`src/rtl/port_pin_levels_defs.svh`:
```
// register offsets, reset values and control bit positions for the port
`ifndef PORT_PIN_LEVELS_DEFS_SVH
`define PORT_PIN_LEVELS_DEFS_SVH
`define PA_PINS_OFS 12'h000
`define PA_LATCH_OFS 12'h004
`define PA_DIR_OFS 12'h008
`define PA_ANALOG_SELECT_REGISTER_OFS 12'h00C
`define PA_CMPCTL_OFS 12'h010
`define PA_OSCCFG_OFS 12'h014
`define PA_DIR_RST 8'hFF
`define PA_LATCH_RST 8'h00
`define PA_ANALOG_SELECT_REGISTER_RST 5'h1F
`define PA_CMPCTL_RST 4'h0
`define PA_OSC_RST 3'h0
`define PA_CMP1_OE_BIT 0
`define PA_CMP2_OE_BIT 1
`define PA_VREF_OE_BIT 2
`define PA_CMP_OUT_BIT 3
`endif

```
`src/rtl/port_pin_levels_pkg.sv`:
```
// types for the shared-pin port
package port_pin_levels_pkg;
    // oscillator configuration codes, 3 bits
    typedef enum logic [2:0] {
        OSC_XTAL_LP,
        OSC_XTAL_XT,
        OSC_XTAL_HS,
        OSC_RC_CYCLE_CLOCK_OUTPUT,
        OSC_RC_IO,
        OSC_INT_CYCLE_CLOCK_OUTPUT,
        OSC_INT_IO,
        OSC_EXT_IO
    } osc_mode_e;
    typedef enum logic [1:0] {
        BUS_IDLE,
        BUS_WRITE,
        BUS_READ
    } bus_state_e;
endpackage

```
`src/rtl/pin_sync.sv`:
```
// two-stage synchroniser for a vector of pin levels
`timescale 1ns/10ps
module pin_sync #(
    parameter int WIDTH = 8
) (
    input wire logic sys_clk_i,
    input wire logic rst_n_i,
    input wire logic [WIDTH-1:0] async_i,
    output logic [WIDTH-1:0] sync_o
);
    logic [WIDTH-1:0] meta_q;
    logic [WIDTH-1:0] sync_q;

    // first stage is read only by the second
    always_ff @(posedge sys_clk_i)
    begin
        if (!rst_n_i)
        begin
            meta_q <= '0;
            sync_q <= '0;
        end
        else
        begin
            meta_q <= async_i;
            sync_q <= meta_q;
        end
    end

    assign sync_o = sync_q;
endmodule

```
`src/rtl/port_pin_levels_gpio.sv`:
```
// shared-pin 8-bit port with ahb-lite register access
// Contract
// - eight pins, each direction, latch, read
// - direction one disables driver, zero drives
// - pin register reads levels, writes latch
// - latch register reads the driven value
// - pins six, seven read zero unless freed
// - analog select zeroes pins 0-3, 5
// - reset: analog on 0-3,5; pin 4 digital
// - direction still drives analog pins
// - analog mode leaves output path alone
// - comparator output overrides latch, pins 4/5
// - reference output kills pin 2 digital
// - pin six is port only in io modes
// - clock-out modes drive cycle clock pin six
// - pin four feeds timer clock input
// - pin five feeds serial slave select
// - pins 0-5 carry comparator functions
// - enabled peripheral takes pin from port
`timescale 1ns/10ps
`include "port_pin_levels_defs.svh"
module port_pin_levels_gpio (
    input wire logic sys_clk_i,
    input wire logic rst_n_i,
    input wire logic hsel_i,
    input wire logic [11:0] haddr_i,
    input wire logic [1:0] htrans_i,
    input wire logic hwrite_i,
    input wire logic [2:0] hsize_i,
    input wire logic [31:0] hwdata_i,
    input wire logic hready_i,
    output logic [31:0] hrdata_o,
    output logic hreadyout_o,
    output logic hresp_o,
    input wire logic [7:0] pad_in_i,
    output logic [7:0] pad_out_o,
    output logic [7:0] pad_oe_o,
    input wire logic comparator_one_output_i,
    input wire logic comparator_two_output_i,
    input wire logic cycle_clock_i,
    input wire logic [2:0] osc_config_i,
    output logic timer_external_clock_in_o,
    output logic ssp_slave_select_n_o,
    output logic [4:0] analog_select_bits_o,
    output logic voltage_reference_output_en_o
);
    logic [7:0] dir_q;
    logic [7:0] lat_q;
    logic [4:0] analog_select_register_q;
    logic [3:0] cmpctl_q;
    logic [31:0] rdata_q;
    logic [11:0] addr_q;
    logic wr_pend_q;
    logic [7:0] pin_lvl;
    port_pin_levels_pkg::osc_mode_e osc_mode;

    // two-stage synchroniser on every pad level
    pin_sync #(.WIDTH(8)) u_sync (
        .sys_clk_i(sys_clk_i),
        .rst_n_i(rst_n_i),
        .async_i(pad_in_i),
        .sync_o(pin_lvl)
    );

    // map of analog select bits onto pins 0-3 and 5
    function automatic logic [7:0] analog_pins(input logic [4:0] ans);
        analog_pins = {2'b00, ans[4], 1'b0, ans[3:0]};
    endfunction

    // pin six free for the port only in io modes, pin seven only in OSC_INT_IO and OSC_INT_CYCLE_CLOCK_OUTPUT
    assign osc_mode = port_pin_levels_pkg::osc_mode_e'(osc_config_i);
    wire pin6_io = (osc_mode == port_pin_levels_pkg::OSC_RC_IO) ||
        (osc_mode == port_pin_levels_pkg::OSC_INT_IO) ||
        (osc_mode == port_pin_levels_pkg::OSC_EXT_IO);
    wire pin7_io = (osc_mode == port_pin_levels_pkg::OSC_INT_IO) ||
        (osc_mode == port_pin_levels_pkg::OSC_INT_CYCLE_CLOCK_OUTPUT);
    wire cycle_clock_output_mode = (osc_mode == port_pin_levels_pkg::OSC_RC_CYCLE_CLOCK_OUTPUT) ||
        (osc_mode == port_pin_levels_pkg::OSC_INT_CYCLE_CLOCK_OUTPUT);
    wire [7:0] io_mask = {pin7_io, pin6_io, 6'h3F};

    // peripheral enables taking pins from the port
    wire cmp1_oe = cmpctl_q[`PA_CMP1_OE_BIT];
    wire cmp2_oe = cmpctl_q[`PA_CMP2_OE_BIT];
    wire vref_oe = cmpctl_q[`PA_VREF_OE_BIT];
    wire [7:0] ana_mask = analog_pins(analog_select_register_q);

    // digital input path: analog or reference pins read zero
    wire [7:0] in_kill = ana_mask | {5'h00, vref_oe, 2'b00};
    wire [7:0] pin_read = pin_lvl & ~in_kill & io_mask;
    wire [7:0] dir_read = dir_q & io_mask;
    wire [7:0] lat_read = lat_q & io_mask;

    // output data: comparators override latch on pins 4 and 5
    wire [7:0] out_data = {lat_q[7],
        cycle_clock_output_mode ? cycle_clock_i : lat_q[6],
        cmp2_oe ? comparator_two_output_i : lat_q[5],
        cmp1_oe ? comparator_one_output_i : lat_q[4],
        lat_q[3:0]};

    // output enables: direction zero drives, analog mode ignored
    wire [7:0] drv_base = ~dir_q & io_mask;
    wire [7:0] drv_en = {drv_base[7],
        drv_base[6] | cycle_clock_output_mode,
        drv_base[5:3], drv_base[2] & ~vref_oe, drv_base[1:0]};

    assign pad_out_o = out_data;
    assign pad_oe_o = drv_en;

    // alternate digital inputs fed from synchronised levels
    assign timer_external_clock_in_o = pin_lvl[4];
    assign ssp_slave_select_n_o = pin_lvl[5] | ana_mask[5];
    assign analog_select_bits_o = analog_select_register_q;
    assign voltage_reference_output_en_o = vref_oe;

    // ahb-lite address phase decode
    wire take = hsel_i && hready_i && htrans_i[1];
    wire do_wr = take && hwrite_i;
    wire [11:0] rd_addr = haddr_i;

    // read mux, zero on unmapped offsets
    wire [31:0] rd_mux =
        (rd_addr == `PA_PINS_OFS) ? {24'h0, pin_read} :
        (rd_addr == `PA_LATCH_OFS) ? {24'h0, lat_read} :
        (rd_addr == `PA_DIR_OFS) ? {24'h0, dir_read} :
        (rd_addr == `PA_ANALOG_SELECT_REGISTER_OFS) ? {27'h0, analog_select_register_q} :
        (rd_addr == `PA_CMPCTL_OFS) ?
            {28'h0, comparator_one_output_i, cmpctl_q[2:0]} :
        (rd_addr == `PA_OSCCFG_OFS) ? {29'h0, osc_config_i} : 32'h0;

    // bus phase tracking and read data register
    always_ff @(posedge sys_clk_i)
    begin
        if (!rst_n_i)
        begin
            wr_pend_q <= 1'b0;
            addr_q <= 12'h000;
            rdata_q <= 32'h0;
        end
        else
        begin
            wr_pend_q <= do_wr;
            if (take)
            begin
                addr_q <= haddr_i;
            end
            if (take && !hwrite_i)
            begin
                rdata_q <= rd_mux;
            end
        end
    end

    // data phase write decode
    wire wr_pins = wr_pend_q && (addr_q == `PA_PINS_OFS);
    wire wr_lat = wr_pend_q && (addr_q == `PA_LATCH_OFS);
    wire wr_dir = wr_pend_q && (addr_q == `PA_DIR_OFS);
    wire wr_ans = wr_pend_q && (addr_q == `PA_ANALOG_SELECT_REGISTER_OFS);
    wire wr_cmp = wr_pend_q && (addr_q == `PA_CMPCTL_OFS);

    // control registers, written in the data phase
    always_ff @(posedge sys_clk_i)
    begin
        if (!rst_n_i)
        begin
            dir_q <= `PA_DIR_RST;
            lat_q <= `PA_LATCH_RST;
            analog_select_register_q <= `PA_ANALOG_SELECT_REGISTER_RST;
            cmpctl_q <= `PA_CMPCTL_RST;
        end
        else
        begin
            if (wr_pins || wr_lat)
            begin
                lat_q <= hwdata_i[7:0];
            end
            if (wr_dir)
            begin
                dir_q <= hwdata_i[7:0];
            end
            if (wr_ans)
            begin
                analog_select_register_q <= hwdata_i[4:0];
            end
            if (wr_cmp)
            begin
                cmpctl_q <= hwdata_i[3:0];
            end
        end
    end

    assign hrdata_o = rdata_q;
    assign hreadyout_o = 1'b1;
    assign hresp_o = 1'b0;
endmodule

```
`config.mk`:
```
export PLATFORM = sky130hd
export DESIGN_NAME = port_pin_levels_gpio
export DESIGN_NICKNAME = d
export VERILOG_FILES = /design/src/rtl/port_pin_levels_pkg.sv /design/src/rtl/pin_sync.sv /design/src/rtl/port_pin_levels_gpio.sv
export VERILOG_INCLUDE_DIRS = /design/src /design/src/rtl
export SDC_FILE = /design/constraint.sdc
export NUM_CORES = 1
export LEC_CHECK = 0
export BUFFER_PORTS_ARGS = -buffer_cell sky130_fd_sc_hd__clkbuf_2
export CORE_ASPECT_RATIO = 0.8
export CORE_MARGIN = 10
export CORE_UTILIZATION = 39
export CTS_CLUSTER_DIAMETER = 60
export DETAILED_ROUTE_END_ITERATION = 16
export PLACE_DENSITY_LB_ADDON = 0.3
export SYNTH_ARGS = -nofsm -noshare
export SYNTH_HDL_FRONTEND = slang
export SYNTH_SLANG_ARGS = --single-unit
```
`constraint.sdc`:
```
create_clock -name sys_clk_i -period 2.43 [get_ports sys_clk_i]
set_input_delay 0 -clock sys_clk_i [delete_from_list [all_inputs] [get_ports sys_clk_i]]
set_output_delay 0 -clock sys_clk_i [all_outputs]
set_load 0.03 [all_outputs]
```
Yosys cells after proc, flatten, opt, wreduce, memory -nomap -nowiden
Index checks and enable logic that the tools add are counted.
{ "classes": {"add_sub_neg": 0, "n_mul": 0, "div_mod_pow": 0, "magnitude_cmp": 0, "eq_ne": 14, "shift": 0, "muxes": 9, "bitwise_logic": 12, "reduce_logical": 17} }
{ "ops": {"columns": ["operator", "count"], "rows": [
  ["== test 12 x 4 -> 1 bit (second input constant)", 4],
  ["AND 8 bit", 5],
  ["== test 12 x 5 -> 1 bit (second input constant)", 3],
  ["== test 12 x 3 -> 1 bit (second input constant)", 2],
  ["logical NOT 12 bit", 2],
  ["two-way mux 8 bit", 3],
  ["== test 3 bit (second input constant)", 4],
  ["logical AND 1 bit", 9],
  ["inverter 6 -> 8 bit", 1],
  ["inverter 8 bit", 1],
  ["bitwise OR 6 x 3 -> 6 bit", 1],
  ["logical OR 1 bit", 5],
  ["two-way mux 5 bit", 1],
  ["two-way mux 4 bit", 1],
  ["== test 3 x 2 -> 1 bit (second input constant)", 1],
  ["two-way mux 1 bit", 3],
  ["two-way mux 3 bit", 1],
  ["bitwise OR 1 bit", 2],
  ["AND 1 bit", 1],
  ["logical NOT 1 bit", 1],
  ["inverter 1 bit", 1]
]} }
{ "word_totals": {"regBits": 85, "latch_bits": 0, "ramBits": 0, "romBits": 0, "output_inout_bits": 58, "word_cells": 61, "n_memories": 0} }

Depth between registers and ports, before layout
{ "logic_depth": {"ltp_word": 7, "depth_mapped": 6, "ltp_nobuf": 4} }

By module
A second synthesis with hierarchy kept.
{ "unflattened": {"hier_cells": 324, "hier_area_um2": 2965.3} }
{ "by_module_without_submodules": {"columns": ["mod", "instances", "cells_per_inst", "area_per_inst_um2", "seq_area_each_um2"], "rows": [
  ["port_pin_levels_gpio", 1, 291, 2518.7, 900.9],
  ["pin_sync", 1, 33, 446.7, 320.3]
]} }

Worst setup path after synthesis
No wires, ideal clock.
{ "synth_timing": {"path_kind": "register to register", "start": "register addr_q[9]", "end": "register analog_select_register_q[1], in the netlist analog_select_bits_o[1]", "setup_ns": 0.129, "arrival_ns": 1.492, "required_ns": 2.301, "slack_ns": 0.808, "path_stages_with_launch": 5, "cell_sequence": "dfxtp_1 > nor4b_1 > nand4_1 > mux2i_1 > nand2_1"} }
{ "synth_between": {"elab_chain_len": 2} }
{ "synth_rtl": {"columns": ["element", "line_no", "rtl"], "rows": [
  ["start: declaration", "port_pin_levels_gpio.sv:52", "logic [11:0] addr_q;"],
  ["start signal: assignment", "port_pin_levels_gpio.sv:144", "addr_q <= haddr_i;"],
  ["== test 12 x 4 -> 1 bit (no line)", null, null],
  ["logical AND 1 bit", "port_pin_levels_gpio.sv:157", "wire wr_ans = wr_pend_q && (addr_q == `PA_ANALOG_SELECT_REGISTER_OFS);"],
  ["end signal: assignment", "port_pin_levels_gpio.sv:167", "analog_select_register_q <= `PA_ANALOG_SELECT_REGISTER_RST;"],
  ["end signal: assignment", "port_pin_levels_gpio.sv:182", "analog_select_register_q <= hwdata_i[4:0];"],
  ["end: declaration", "port_pin_levels_gpio.sv:49", "logic [4:0] analog_select_register_q;"]
]} }
No other way between the ends.
A chain may end at the register's enable or synchronous reset.

Worst setup path in the final report
{ "layout_timing": {"start": "input port haddr_i[11]", "end": "register rdata_q[3], in the netlist hrdata_o[3]"} }
{ "layout_between": {"elab_chain_len": 6, "word_cells_on_any_way": 10, "classes_between": "eq/ne (4); mux (5); reduce/logical (1)"} }
{ "layout_rtl": {"columns": ["element", "line_no", "rtl"], "rows": [
  ["start: declaration", "port_pin_levels_gpio.sv:26", "input wire logic [11:0] haddr_i,"],
  ["== test 12 x 5 -> 1 bit (no line)", null, null],
  ["two-way mux 4 bit", "port_pin_levels_gpio.sv:126", "(rd_addr == `PA_CMPCTL_OFS) ?"],
  ["two-way mux 5 bit", "port_pin_levels_gpio.sv:125", "(rd_addr == `PA_ANALOG_SELECT_REGISTER_OFS) ? {27'h0, analog_select_register_q} :"],
  ["two-way mux 8 bit", "port_pin_levels_gpio.sv:124", "(rd_addr == `PA_DIR_OFS) ? {24'h0, dir_read} :"],
  ["two-way mux 8 bit", "port_pin_levels_gpio.sv:123", "(rd_addr == `PA_LATCH_OFS) ? {24'h0, lat_read} :"],
  ["two-way mux 8 bit (*)", "port_pin_levels_gpio.sv:122", "(rd_addr == `PA_PINS_OFS) ? {24'h0, pin_read} :"],
  ["end signal: assignment", "port_pin_levels_gpio.sv:148", "rdata_q <= rd_mux;"],
  ["end: declaration", "port_pin_levels_gpio.sv:51", "logic [31:0] rdata_q;"]
]} }
Mark *: on every way between the ends. The rest lies on a longest branch, timed or not.

==> results.json <==
{
  "outcome": "completed",
  "num_antenna_cells": 0,
  "p_seq_frac": 0.470,
  "async_reset_ff_frac": 0,
  "slew_viol_final": 0,
  "die_y_microns": 96.7,
  "synth_top_cell_by_area": "dfxtp_1",
  "vias": 2473,
  "critPathBufInv": 2,
  "dieArea_sq_um": 11200,
  "p_sw_frac": 0.262,
  "vdd_drop_max_mv": 0.346,
  "cp.arrival_ns": 2.20,
  "ctsHoldBuffers": 26,
  "end_kind": "flop",
  "rsz0062_at_grt": "false",
  "syn_avg_cell_area_sq_um": 8.83,
  "via_per_inst": 4.83,
  "hold_viol": 0,
  "post_drt_wl_per_cell_microns": 15.8,
  "internal_power_uw": 1620,
  "clkPwrFrac": 0.410,
  "netlist_top_cells_area": "dfxtp_1 (43%), mux2i_1 (9.1%), buf_4 (8.4%)",
  "yosysWarnings": 0,
  "criticalPathCategory": "input port to flop",
  "setup_tns_ns": 0,
  "crit_path_max_fanout": 5,
  "cts_buffer_depth": 2,
  "slew_headroom": 0.486,
  "start_util": 0.408,
  "cts_tree": "yes",
  "slowest_delay_ns": 0.56,
  "cp_data_required_time_ns": 2.63,
  "grt_use_total": 0.148,
  "grt_max_degree": 22,
  "synthFlopType": "dfxtp_1",
  "clock_sinks": 61,
  "synth_edf_count": 0,
  "skew_ns": 0.00600,
  "crit_slowest_cell": "or4_4",
  "gr-total-overflow": 0,
  "leakagePower_uw": 0.00174,
  "worst_setup_path_start_kind": "input port",
  "p_total_uw": 2200,
  "fin_util": 0.521,
  "fin_nets": 488,
  "grt_pass1_vias": 2538,
  "synth_top_area_frac": 0.425,
  "wirelength_microns": 8090,
  "dpl.hpwl_microns": 5980,
  "io_buffers": 71,
  "cts_buffers": 9,
  "power.density_nw_per_um2": 600,
  "grt_pass1_wl_microns": 13200,
  "ios": 126,
  "drive_gt1_frac": 0.259,
  "clock_latency_ns": 0.34,
  "gp_congestion": 0.830,
  "yosysUniqueCellTypes": 44,
  "critPathTopFamily": "simple AND/OR/NAND/NOR gates",
  "drtIter0Drc": 146,
  "fp.dieW_microns": 116,
  "cts_resized": 0,
  "post_cts_buffers": 0,
  "cts_root_buf": "clkbuf_8",
  "num_rows": 27,
  "worstMarginPinSlew_ns": 0.764,
  "combPwrFrac": 0.120,
  "maxCapViolations": 0,
  "crit_chain": "dlygate4sd3_1 > clkbuf_2 > or4_4 > nor3_2 > nor4b_2 > a221oi_1",
  "timing.final.setup_violations": 0,
  "cts-htree-levels": 3,
  "route.detailed.drc": 0,
  "finish.instance_area_sq_um": 3660,
  "dr.pass1.iters": 4,
  "path_clk_slew_ns": 0.07,
  "coreArea_sq_um": 7030,
  "synth_seq_cells": 61,
  "antenna_found_initial": 0,
  "ys_seq_area_frac": 0.425,
  "nFillCells": 667,
  "syn2layout_area_growth_pct": 27.5,
  "detail-route-antenna-nets": 0,
  "fin_crit_sh": 0.823,
  "netlist_area_sq_um": 2870,
  "placed_area_sq_um": 3200,
  "min_period_ns": 2.00,
  "hold_class": "input port to flop",
  "syn_inst": 325,
  "power.switching_uw": 576,
  "timing.fmax_mhz": 500
}
==> per-stage QoR <==
stage                     setup WS (ns)  hold slack [ns]  instances
after floorplan                   0.808            0.125        349
after global placement            0.641            0.205        470
after detailed placement          0.595            0.209        470
after CTS                         0.437           0.0441        512
after global routing              0.347           0.0579        512
final                             0.431           0.0671        512
==> layer usage <==
metal  global-route usage  vias to the layer above  share of wire
li1                     -                     1245              -
met1                0.173                     1132           0.44
met2                0.238                       90           0.48
met3               0.0665                        6          0.079
met4               0.0419                        0         0.0085
met5                    0                        -              0
==> cells in the final DEF, fill, tap and decap left out, types with 3 or more instances in the layout <==
cell,n
nand2b_1,8
nor4_1,3
or2_2,4
o21ai_0,9
clkbuf_8,10
mux2i_1,26
a21oi_1,22
nor3b_1,4
dlygate4sd3_1,26
conb_1,26
dfxtp_1,61
a31oi_1,4
and2_1,18
clkinvlp_4,4
a221oi_1,3
nand3b_1,4
nand3_1,3
clkbuf_2,71
inv_1,6
mux2_2,3
nor2_1,17
buf_4,9
nand4_1,4
nand2_1,50
==> path summary, 6_finish.rpt <==
check	slack (ns)	cells after the start	endpoint	from
worst max-delay path	0.43	6	hrdata_o[3]	haddr_i[11]
worst min-delay path	0.07	2	dir_q[7]	rst_n_i
worst min register to register	0.43	1	u_sync.sync_o[1]	u_sync.meta_q[1]
worst max register to register	0.58	4	cmpctl_q[2]	addr_q[11]
==> area by class of cell <==
| cell class | instances | area (sq um) | area share |
|---|---|---|---|
| Clock buffer | 11 | 141 | 0.0386 |
| Clock inverter | 5 | 60.1 | 0.0164 |
| Inverter | 7 | 26.3 | 0.00718 |
| Multi-Input combinational cell | 235 | 1420 | 0.387 |
| Sequential cell | 61 | 1220 | 0.334 |
| Tap cell | 87 | 109 | 0.0298 |
| Timing Repair Buffer | 106 | 683 | 0.187 |
==> power groups by stage <==
stage               Combinational (uW)  Clock [uW]  Sequential (uW)
floorplan                          186           0             1060
global route                       288         979             1030
detailed placement                 227           0             1050
finish                             263         901             1030
CTS                                261         923             1030
global placement                   224           0             1050
==> cells in the mapped netlist (3+ instances only) <==
library cell  instances
o21ai_0               9
a31oi_1               4
and2_1               18
mux2_2                3
nand2b_1              8
mux2i_1              26
a221oi_1              3
nor2_1               17
nand3_1               3
nand2_1              50
or2_2                 4
nor3b_1               4
nor4_1                3
inv_1                 6
dfxtp_1              61
buf_4                32
a21oi_1              22
nand4_1               4
clkbuf_1             11
nand3b_1              4
==> logic make-up (layout without fill, tap and decap cells) <==
| family | Yosys count | count (layout) | share of synthesized area |
|---|---|---|---|
| AO/OA/AOI/OAI | 47 | 47 | 0.0994 |
| XOR/XNOR | 2 | 2 | 0.00610 |
| buffers and inverters | 53 | 129 | 0.112 |
| flip-flops | 61 | 61 | 0.425 |
| multiplexers | 30 | 30 | 0.110 |
| other | 2 | 26 | 0.00262 |
| AND/OR/NAND/NOR | 130 | 130 | 0.244 |
==> sequential cells by signal, indices dropped and copies added (netlist names) <==
| register | flops |
|---|---|
| hrdata_o | 8 |
| lat_q | 8 |
| analog_select_bits_o | 5 |
| u_sync.meta_q | 8 |
| wr_pend_q | 1 |
| cmpctl_q | 3 |
| dir_q | 8 |
| addr_q | 12 |
| u_sync.sync_o | 8 |
==> worst reg2reg max path, stage by stage, from the launching register on <==
cell and delay [ns]:
dfxtp_1 0.32, nor4_1 0.68, nand4_1 0.43, mux2i_1 0.25, nor2_1 0.06
Note: power is estimated with default switching activity, not from simulation.
